===== src/rlm_pkg.sv =====
// Package: constants, opcodes and states of the register-load and accumulate datapath
// Behaviour
// - Load-overflow-counter copies operand bits 15:10 into the 6-bit counter only.
// - Non-repeatable loads after a repeat prefix clear the repeat count, run once.
// - Load-product-high writes operand to product upper half, lower half and flags kept.
// - Load-product-low writes operand to product lower half, upper half and flags kept.
// - Load-shift-mode copies bits 2:0 of chosen sum half into shift field.
// - Load-multiplicand writes operand to multiplicand upper half, flags untouched.
// - Clear-multiplicand-low zeroes multiplicand lower half, keeps upper half, no flags.
// - Save-program-counter loads selected aux pointer with zero-extended 22-bit counter.
// - Accumulate variant loads multiplicand high and adds shifted product to sum register.
// - Repeated accumulate runs N+1 times; overflow flag sticky, other flags final.
// - After accumulate, negative is sum bit 31, zero set when sum is zero.
// - Carry flag follows carry out of the accumulate addition.
// - Overflow flag set on accumulate overflow, otherwise left unchanged.
// - Saturation off: counter increments on positive, decrements on negative overflow.
// - Saturation on: overflowing sum clamps to most positive or most negative value.
// - Left product shift zero-fills; right product shift replicates the sign bit.
package rlm_pkg;

    // Opcode words and masks (first instruction word)
    localparam logic [15:0] OP_LOAD_OVF_CNT   = 16'h5602;
    localparam logic [15:0] OP_CLR_MCAND_LOW  = 16'h5656;
    localparam logic [15:0] OP_LOAD_SHIFT     = 16'h5638;
    localparam logic [15:0] MASK_LOAD_SHIFT   = 16'hFFFE;
    localparam logic [15:0] OP_SAVE_PC        = 16'h3E58;
    localparam logic [15:0] MASK_SAVE_PC      = 16'hFFF8;
    localparam logic [7:0]  OP_LOAD_PROD_HIGH = 8'h2F;
    localparam logic [7:0]  OP_LOAD_PROD_LOW  = 8'h27;
    localparam logic [7:0]  OP_LOAD_MCAND     = 8'h2D;
    localparam logic [7:0]  OP_LOAD_MCAND_ADD = 8'h10;

    // Field positions
    localparam int OVF_CNT_MSB  = 15;
    localparam int OVF_CNT_LSB  = 10;
    localparam int SHIFT_W      = 3;
    localparam int PC_W         = 22;
    localparam int AUX_SEL_W    = 3;
    localparam int OVF_CNT_W    = 6;

    // Reset values
    localparam logic [31:0] RST_WORD     = 32'h0000_0000;
    localparam logic [15:0] RST_HALF     = 16'h0000;
    localparam logic [5:0]  RST_OVF_CNT  = 6'h00;
    localparam logic [2:0]  RST_SHIFT    = 3'h0;
    localparam logic [15:0] RST_REPEAT   = 16'h0000;
    localparam logic [15:0] ZERO_HALF    = 16'h0000;

    // Saturation limits
    localparam logic [31:0] SAT_POS = 32'h7FFF_FFFF;
    localparam logic [31:0] SAT_NEG = 32'h8000_0000;

    // Execution states
    typedef enum logic [1:0] {
        ST_IDLE,
        ST_REPEAT
    } rlm_state_type;

endpackage


===== src/rlm_accum.sv =====
// Shifted-product accumulate step with flags, overflow counter and saturation
`timescale 1ns/100ps
module rlm_accum
    import rlm_pkg::*;
(
    input  wire logic [31:0] sum_in,      // Current sum register
    input  wire logic [31:0] product,     // Product register
    input  wire logic [2:0]  shift_field, // Product shift field
    input  wire logic        sat_en,      // Saturation enable
    input  wire logic [5:0]  cnt_in,      // Current overflow counter
    output logic      [31:0] sum_out,     // New sum
    output logic             carry_out,   // Carry of addition
    output logic             ovf_out,     // Overflow occurred
    output logic             neg_out,     // Negative flag
    output logic             zero_out,    // Zero flag
    output logic      [5:0]  cnt_out      // New overflow counter
);

    logic [31:0] shifted;
    logic [32:0] raw;
    logic        pos_ovf;
    logic        neg_ovf;

    // Shift decode: 0 = left 1, 1 = none, 2..7 = right 1..6
    always_comb begin
        case (shift_field)
            3'h0:    shifted = {product[30:0], 1'b0};
            3'h1:    shifted = product;
            default: shifted = 32'($signed(product) >>> (shift_field - 3'h1));
        endcase
    end

    // Addition, overflow detection and saturation
    always_comb begin
        raw       = {1'b0, sum_in} + {1'b0, shifted};
        carry_out = raw[32];
        pos_ovf   = !sum_in[31] && !shifted[31] && raw[31];
        neg_ovf   = sum_in[31] && shifted[31] && !raw[31];
        ovf_out   = pos_ovf || neg_ovf;
        sum_out   = raw[31:0];
        cnt_out   = cnt_in;
        if (sat_en && pos_ovf) begin
            sum_out = SAT_POS;
        end else if (sat_en && neg_ovf) begin
            sum_out = SAT_NEG;
        end else if (pos_ovf) begin
            cnt_out = cnt_in + 6'h01;
        end else if (neg_ovf) begin
            cnt_out = cnt_in - 6'h01;
        end
        neg_out  = sum_out[31];
        zero_out = (sum_out == RST_WORD);
    end

endmodule


===== src/rlm_exec.sv =====
// Execution datapath for register-load and load-and-accumulate instructions
`timescale 1ns/100ps
module rlm_exec
    import rlm_pkg::*;
(
    input  wire logic        MCLK,           // Core clock
    input  wire logic        RESET,          // Asynchronous reset, active high
    input  wire logic        CLK_EN,         // Clock enable, freezes state when low
    input  wire logic        INSTR_VALID,    // Instruction issue strobe
    input  wire logic [15:0] INSTR_WORD,     // First opcode word
    input  wire logic [15:0] MEM_OPERAND_16, // Operand from addressing unit
    input  wire logic        REPEAT_PREFIX,  // Repeat prefix strobe
    input  wire logic [15:0] REPEAT_N,       // Repeat prefix count N
    input  wire logic [21:0] PC_IN,          // Program counter
    input  wire logic [31:0] SUM_IN,         // Sum register from core
    input  wire logic        SATURATE_ENABLE, // Saturation mode
    output logic             READY,          // Accepts next instruction
    output logic             SUM_WE,         // Sum register write pulse
    output logic      [31:0] SUM_OUT,        // New sum value
    output logic      [5:0]  OVERFLOW_COUNTER, // Overflow counter
    output logic      [15:0] MULT_RESULT_HIGH, // Product upper half
    output logic      [15:0] MULT_RESULT_LOW,  // Product lower half
    output logic      [2:0]  RESULT_SHIFT_FIELD, // Product shift field
    output logic      [31:0] MULTIPLICAND_REG, // Multiplicand register
    output logic      [15:0] REPEAT_COUNT_REG, // Remaining repeats
    output logic             AUX_WE,         // Aux pointer write pulse
    output logic      [2:0]  AUX_SEL,        // Aux pointer index
    output logic      [31:0] AUX_POINTER,    // Aux pointer data
    output logic             FLAG_N,         // Negative flag
    output logic             FLAG_Z,         // Zero flag
    output logic             FLAG_C,         // Carry flag
    output logic             FLAG_V          // Overflow flag
);

    rlm_state_type state_ff, nxt_state;
    logic [5:0]  cnt_ff, nxt_cnt;
    logic [15:0] prod_hi_ff, nxt_prod_hi, prod_lo_ff, nxt_prod_lo;
    logic [2:0]  shf_ff, nxt_shf;
    logic [31:0] mcand_ff, nxt_mcand;
    logic [15:0] rcnt_ff, nxt_rcnt;
    logic        aux_we_ff, nxt_aux_we;
    logic [2:0]  aux_sel_ff, nxt_aux_sel;
    logic [31:0] aux_ff, nxt_aux;
    logic        sum_we_ff, nxt_sum_we;
    logic [31:0] sum_ff, nxt_sum;
    logic        n_ff, nxt_n, z_ff, nxt_z, c_ff, nxt_c, v_ff, nxt_v;
    logic        armed_ff, nxt_armed;

    logic        is_ldcnt, is_lhigh, is_llow, is_lshift, is_t, is_mclr, is_pc, is_mac;
    logic [31:0] mac_src;
    logic [31:0] mac_sum;
    logic [5:0]  mac_cnt;
    logic        mac_c, mac_v, mac_n, mac_z;

    // Opcode decode
    always_comb begin
        is_ldcnt  = (INSTR_WORD == OP_LOAD_OVF_CNT);
        is_mclr   = (INSTR_WORD == OP_CLR_MCAND_LOW);
        is_lshift = ((INSTR_WORD & MASK_LOAD_SHIFT) == OP_LOAD_SHIFT);
        is_pc     = ((INSTR_WORD & MASK_SAVE_PC) == OP_SAVE_PC);
        is_lhigh  = (INSTR_WORD[15:8] == OP_LOAD_PROD_HIGH);
        is_llow   = (INSTR_WORD[15:8] == OP_LOAD_PROD_LOW);
        is_t      = (INSTR_WORD[15:8] == OP_LOAD_MCAND);
        is_mac    = (INSTR_WORD[15:8] == OP_LOAD_MCAND_ADD);
    end

    // Repeated passes chain on the held sum, first pass uses core sum
    assign mac_src = (state_ff == ST_REPEAT) ? sum_ff : SUM_IN;

    rlm_accum u_accum (
        .sum_in      (mac_src),
        .product     ({prod_hi_ff, prod_lo_ff}),
        .shift_field (shf_ff),
        .sat_en      (SATURATE_ENABLE),
        .cnt_in      (cnt_ff),
        .sum_out     (mac_sum),
        .carry_out   (mac_c),
        .ovf_out     (mac_v),
        .neg_out     (mac_n),
        .zero_out    (mac_z),
        .cnt_out     (mac_cnt)
    );

    // Busy while an accumulate repeat is running
    assign READY = (state_ff == ST_IDLE);

    // Next-state and datapath update
    always_comb begin
        nxt_state     = state_ff;
        nxt_cnt       = cnt_ff;
        nxt_prod_hi   = prod_hi_ff;
        nxt_prod_lo   = prod_lo_ff;
        nxt_shf       = shf_ff;
        nxt_mcand     = mcand_ff;
        nxt_rcnt      = rcnt_ff;
        nxt_armed     = armed_ff;
        nxt_aux_we    = 1'b0;
        nxt_aux_sel   = aux_sel_ff;
        nxt_aux       = aux_ff;
        nxt_sum_we    = 1'b0;
        nxt_sum       = sum_ff;
        nxt_n         = n_ff;
        nxt_z         = z_ff;
        nxt_c         = c_ff;
        nxt_v         = v_ff;
        case (state_ff)
            ST_IDLE: begin
                if (REPEAT_PREFIX) begin
                    nxt_rcnt  = REPEAT_N;
                    nxt_armed = 1'b1;
                end else if (INSTR_VALID) begin
                    nxt_armed = 1'b0;
                    if (is_mac) begin
                        nxt_mcand[31:16] = MEM_OPERAND_16;
                        nxt_sum          = mac_sum;
                        nxt_sum_we       = 1'b1;
                        nxt_cnt          = mac_cnt;
                        nxt_n            = mac_n;
                        nxt_z            = mac_z;
                        nxt_c            = mac_c;
                        nxt_v            = v_ff | mac_v;
                        if (armed_ff && rcnt_ff != RST_REPEAT) begin
                            nxt_state = ST_REPEAT;
                        end else begin
                            nxt_rcnt = RST_REPEAT;
                        end
                    end else begin
                        nxt_rcnt = RST_REPEAT;
                        if (is_ldcnt) begin
                            nxt_cnt = MEM_OPERAND_16[OVF_CNT_MSB:OVF_CNT_LSB];
                        end else if (is_lhigh) begin
                            nxt_prod_hi = MEM_OPERAND_16;
                        end else if (is_llow) begin
                            nxt_prod_lo = MEM_OPERAND_16;
                        end else if (is_lshift) begin
                            nxt_shf = INSTR_WORD[0] ? SUM_IN[SHIFT_W+15:16] : SUM_IN[SHIFT_W-1:0];
                        end else if (is_t) begin
                            nxt_mcand[31:16] = MEM_OPERAND_16;
                        end else if (is_mclr) begin
                            nxt_mcand[15:0] = ZERO_HALF;
                        end else if (is_pc) begin
                            nxt_aux_we  = 1'b1;
                            nxt_aux_sel = INSTR_WORD[AUX_SEL_W-1:0];
                            nxt_aux     = {10'h000, PC_IN};
                        end
                    end
                end
            end
            ST_REPEAT: begin
                // Further passes: flags track last, overflow flag sticky
                nxt_sum    = mac_sum;
                nxt_sum_we = 1'b1;
                nxt_cnt    = mac_cnt;
                nxt_n      = mac_n;
                nxt_z      = mac_z;
                nxt_c      = mac_c;
                nxt_v      = v_ff | mac_v;
                nxt_rcnt   = rcnt_ff - 16'h0001;
                if (rcnt_ff == 16'h0001) begin
                    nxt_state = ST_IDLE;
                    nxt_armed = 1'b0;
                end
            end
            default: nxt_state = ST_IDLE;
        endcase
    end

    // State registers
    always_ff @(posedge MCLK or posedge RESET) begin
        if (RESET) begin
            state_ff     <= ST_IDLE;
            cnt_ff       <= RST_OVF_CNT;
            prod_hi_ff   <= RST_HALF;
            prod_lo_ff   <= RST_HALF;
            shf_ff       <= RST_SHIFT;
            mcand_ff     <= RST_WORD;
            rcnt_ff      <= RST_REPEAT;
            armed_ff     <= 1'b0;
            aux_we_ff    <= 1'b0;
            aux_sel_ff   <= 3'h0;
            aux_ff       <= RST_WORD;
            sum_we_ff    <= 1'b0;
            sum_ff       <= RST_WORD;
            n_ff         <= 1'b0;
            z_ff         <= 1'b0;
            c_ff         <= 1'b0;
            v_ff         <= 1'b0;
        end else if (CLK_EN) begin
            state_ff     <= nxt_state;
            cnt_ff       <= nxt_cnt;
            prod_hi_ff   <= nxt_prod_hi;
            prod_lo_ff   <= nxt_prod_lo;
            shf_ff       <= nxt_shf;
            mcand_ff     <= nxt_mcand;
            rcnt_ff      <= nxt_rcnt;
            armed_ff     <= nxt_armed;
            aux_we_ff    <= nxt_aux_we;
            aux_sel_ff   <= nxt_aux_sel;
            aux_ff       <= nxt_aux;
            sum_we_ff    <= nxt_sum_we;
            sum_ff       <= nxt_sum;
            n_ff         <= nxt_n;
            z_ff         <= nxt_z;
            c_ff         <= nxt_c;
            v_ff         <= nxt_v;
        end
    end

    // Output drive
    assign SUM_WE             = sum_we_ff;
    assign SUM_OUT            = sum_ff;
    assign OVERFLOW_COUNTER   = cnt_ff;
    assign MULT_RESULT_HIGH   = prod_hi_ff;
    assign MULT_RESULT_LOW    = prod_lo_ff;
    assign RESULT_SHIFT_FIELD = shf_ff;
    assign MULTIPLICAND_REG   = mcand_ff;
    assign REPEAT_COUNT_REG   = rcnt_ff;
    assign AUX_WE             = aux_we_ff;
    assign AUX_SEL            = aux_sel_ff;
    assign AUX_POINTER        = aux_ff;
    assign FLAG_N             = n_ff;
    assign FLAG_Z             = z_ff;
    assign FLAG_C             = c_ff;
    assign FLAG_V             = v_ff;

endmodule


===== config.mk =====
export PLATFORM = sky130hd
export DESIGN_NAME = rlm_exec
export DESIGN_NICKNAME = d
export VERILOG_FILES = /design/src/rlm_pkg.sv /design/src/rlm_accum.sv /design/src/rlm_exec.sv
export SDC_FILE = /design/constraint.sdc
export NUM_CORES = 1
export LEC_CHECK = 0
export BUFFER_PORTS_ARGS = -buffer_cell sky130_fd_sc_hd__buf_2
export CORE_ASPECT_RATIO = 0.8
export CORE_MARGIN = 2
export CORE_UTILIZATION = 45
export DETAILED_ROUTE_END_ITERATION = 10
export PLACE_DENSITY = 0.81
export SLEW_MARGIN = 10
export SYNTH_ARGS = -nofsm -noshare
export SYNTH_HDL_FRONTEND = slang
export SYNTH_SLANG_ARGS = --single-unit

===== constraint.sdc =====
create_clock -name MCLK -period 7.8 [get_ports MCLK]
set_input_delay 1.17 -clock MCLK [delete_from_list [all_inputs] [get_ports MCLK]]
set_output_delay 1.17 -clock MCLK [all_outputs]
set_load 0.02 [all_outputs]

==> metrics.cfg <==
[drt]
vias = 9923
remaining_drc_errors = 0
vias_per_cell = 5.96
routed_wl_mm = 32.6
first_pass_iters = 6
postRouteAntennaNets = 0
routedWlPerCell_um = 19.6
drt_iter0_drc = 1190

[critical_path]
crit_slowest_cell = dfrtp_1
worst_setup_path_end_kind = flop
r2r_slack_ns = 1.94
slowest_delay_ns = 0.57
crit_family = compound AO/OA/AOI/OAI gates
path_class = reg2reg
crit_required_ns = 8.16
crit_buf_inv = 2
critPathLaunchType = flop
arrival_ns = 6.22
crit_fanout = 32
path_cells = inv_2, ha_1, buf_4, mux4_2, nand2_1, a21oi_1, a221o_1, ha_1, nand4_1, a21oi_1, nor2_1, a21o_1, o21ba_1, xnor2_1, mux2i_1, nor2_1, a31oi_1, a2bb2oi_1

[grt]
grtUsageTotal_pct = 26.6
grt_max_degree = 81
grt_pass1_vias = 9143
grt_pass1_wl_mm = 51.0
antenna_found_initial = 1
grt.overflow.total = 0

[layout]
areaGrowthSynthToFinish_pct = 18.4
drive_above_1_share_pct = 32.8
finalInstanceArea_um2 = 12200
final_common_cell = buf_2
nets = 1493
final_cell_mix = buf_2 (244), dfrtp_1 (136), nand2_1 (116)
n_fill_cell = 2100

[power_and_ir_drop]
powerDensity_nw_per_um2 = 250
p_leak_nw = 5.66
ir_drop_mv = 0.128
power_mw = 3.06

[run_status]
status = finished clean

[cts]
cts_tree = done
cts.repair.resized = 0
holdBufCountCts = 0
numCtsBuffers = 17
cts-root-buf = clkbuf_16
clk_pin_slew_ns = 0.07
clk_latency_ns = 0.43
clock-sinks = 137
cts_buffer_depth = 2
post_cts_buffers = 0
htree_num_levels = 4

[timing]
fin_skew_ns = 0.0149
rsz0062_at_grt = no
finalSetupViolCount = 0
fin_tns_setup_ns = 0
tightest_slew_ns = 1.16
clock.fmax_mhz = 171
fin_crit_sh_pct = 75.2
max_slew_margin_pct = 22.4
fin_crit_ns = 5.86
hold_viol = 0
drv_slew = 0

[floorplanning]
core_area_um2 = 22500
die_y_um = 140
rows = 49
io_pins = 271
die_x_um = 173
die_area_um2 = 24200
start_util_pct = 45.9

[placement]
place_area_um2 = 11700
portBuffers = 244
place_congestion = 0.986
dp_hpwl_mm = 24.8

[logic_synthesis]
yosysTopAreaCell = dfrtp_1
ys_ff_latch = 137
async_flop_share_pct = 100
yosysSeqAreaShare_pct = 33.2
syn_area_um2 = 10300
synth.area.top_cells = dfrtp_1 (33%), mux2_2 (12%), ha_1 (4.8%)
synth_top_flop_cell = dfrtp_1
synth_top_area_share_pct = 33.2
synth_cells = 1135
syn_avg_cell_area_um2 = 9.11
ys_types = 78
synth_edf_count = 0
ys_warn_count = 0

[flow_run]
drv_cap = 0

[min_path]
hold_class = reg2reg

-- through the flow --
step                      utilization, %  cells  setup WS, ns  hold slack, ns
after floorplan                        -   1160          1.94           0.498
after global placement              51.9   1631          2.09           0.447
after detailed placement            51.9   1631          2.01           0.448
after CTS                           54.4   1663          1.99           0.466
after global routing                54.4   1664          1.57           0.498
final                               54.4   1664          1.94           0.466
-- sequential cells by signal, indices dropped and copies added, names as in the netlist, 6 cells and up --
signal            cells
OVERFLOW_COUNTER      6
MULTIPLICAND_REG     16
SUM_OUT              32
MULT_RESULT_HIGH     16
MULT_RESULT_LOW      16
REPEAT_COUNT_REG     16
AUX_POINTER          22
-- layout make-up --
type | count | area [µm²] | share of cell area (%)
multi-input cells | 898 | 6410 | 52.4
flip-flops and latches | 137 | 3430 | 28.0
well taps | 306 | 383 | 3.13
diodes | 1 | 2.50 | 0.0204
clock inverters | 12 | 103 | 0.838
inverters | 33 | 129 | 1.05
repair buffers | 257 | 1320 | 10.8
clock buffers | 20 | 457 | 3.73
-- path summary, 6_finish.rpt --
kind | from | to | cells past startpoint
worst min-delay path | FLAG_V | FLAG_V | 1
max in group asynchronous | RESET | state_ff[0] | 3
worst max register to register | RESULT_SHIFT_FIELD[0] | OVERFLOW_COUNTER[3] | 18
min in group asynchronous | RESET | MULTIPLICAND_REG[27] | 2
worst max-delay path | RESULT_SHIFT_FIELD[0] | OVERFLOW_COUNTER[3] | 18
worst min register to register | FLAG_V | FLAG_V | 1
-- worst register-to-register path: stages, from the launching register on --
cell and delay (ns):
dfrtp_1 0.57, inv_2 0.18, ha_1 0.48, buf_4 0.42, mux4_2 0.58, nand2_1 0.08, a21oi_1 0.06, a221o_1 0.32
ha_1 0.41, nand4_1 0.24, a21oi_1 0.24, nor2_1 0.10, a21o_1 0.22, o21ba_1 0.28, xnor2_1 0.54, mux2i_1 0.55
nor2_1 0.15, a31oi_1 0.20, a2bb2oi_1 0.17
-- Yosys cell counts, types with 8 or more instances --
cell and instances:
nand3_1 19, a221o_1 21, o21ai_0 55, mux2i_1 21, buf_4 27, nor2b_1 9, nand2b_1 8, nand4_1 15
o21a_1 11, a21o_1 15, dfrtp_1 137, clkbuf_1 50, o22a_1 20, a21oi_1 90, inv_1 31, a31oi_1 14
nor3_1 23, ha_1 40, nor2_1 104, nand2_1 116, a22oi_1 11, xnor2_1 13, and2_1 10, mux4_2 19
mux2_2 108, a211oi_1 9
-- cell families after synthesis --
group | Yosys count | synth area share [%]
simple gates | 353 | 16.1
fa+ha+maj | 41 | 5.04
other cells | 1 | 0.0363
xor+xnor | 20 | 1.69
buf+inv | 125 | 5.89
compound gates | 309 | 20.0
flops | 137 | 33.2
mux | 149 | 18.1
-- report_power, final --
| group | total, mW | switching, mW | internal, mW |
|---|---|---|---|
| clock network | 0.793 | 0.359 | 0.434 |
| logic | 1.30 | 0.809 | 0.490 |
| registers | 0.963 | 0.129 | 0.835 |
| total | 3.06 | 1.30 | 1.76 |
-- per-layer routing --
metal  global-route usage [%]  share of wire (%)  wire (µm)
met2                     39.0                 43      14000
met3                     6.64                9.8       3210
met4                     7.36                1.9        607
met1                     39.1                 46      14900
met5                        0                  0          0
Power figures use the tool's default switching activity.
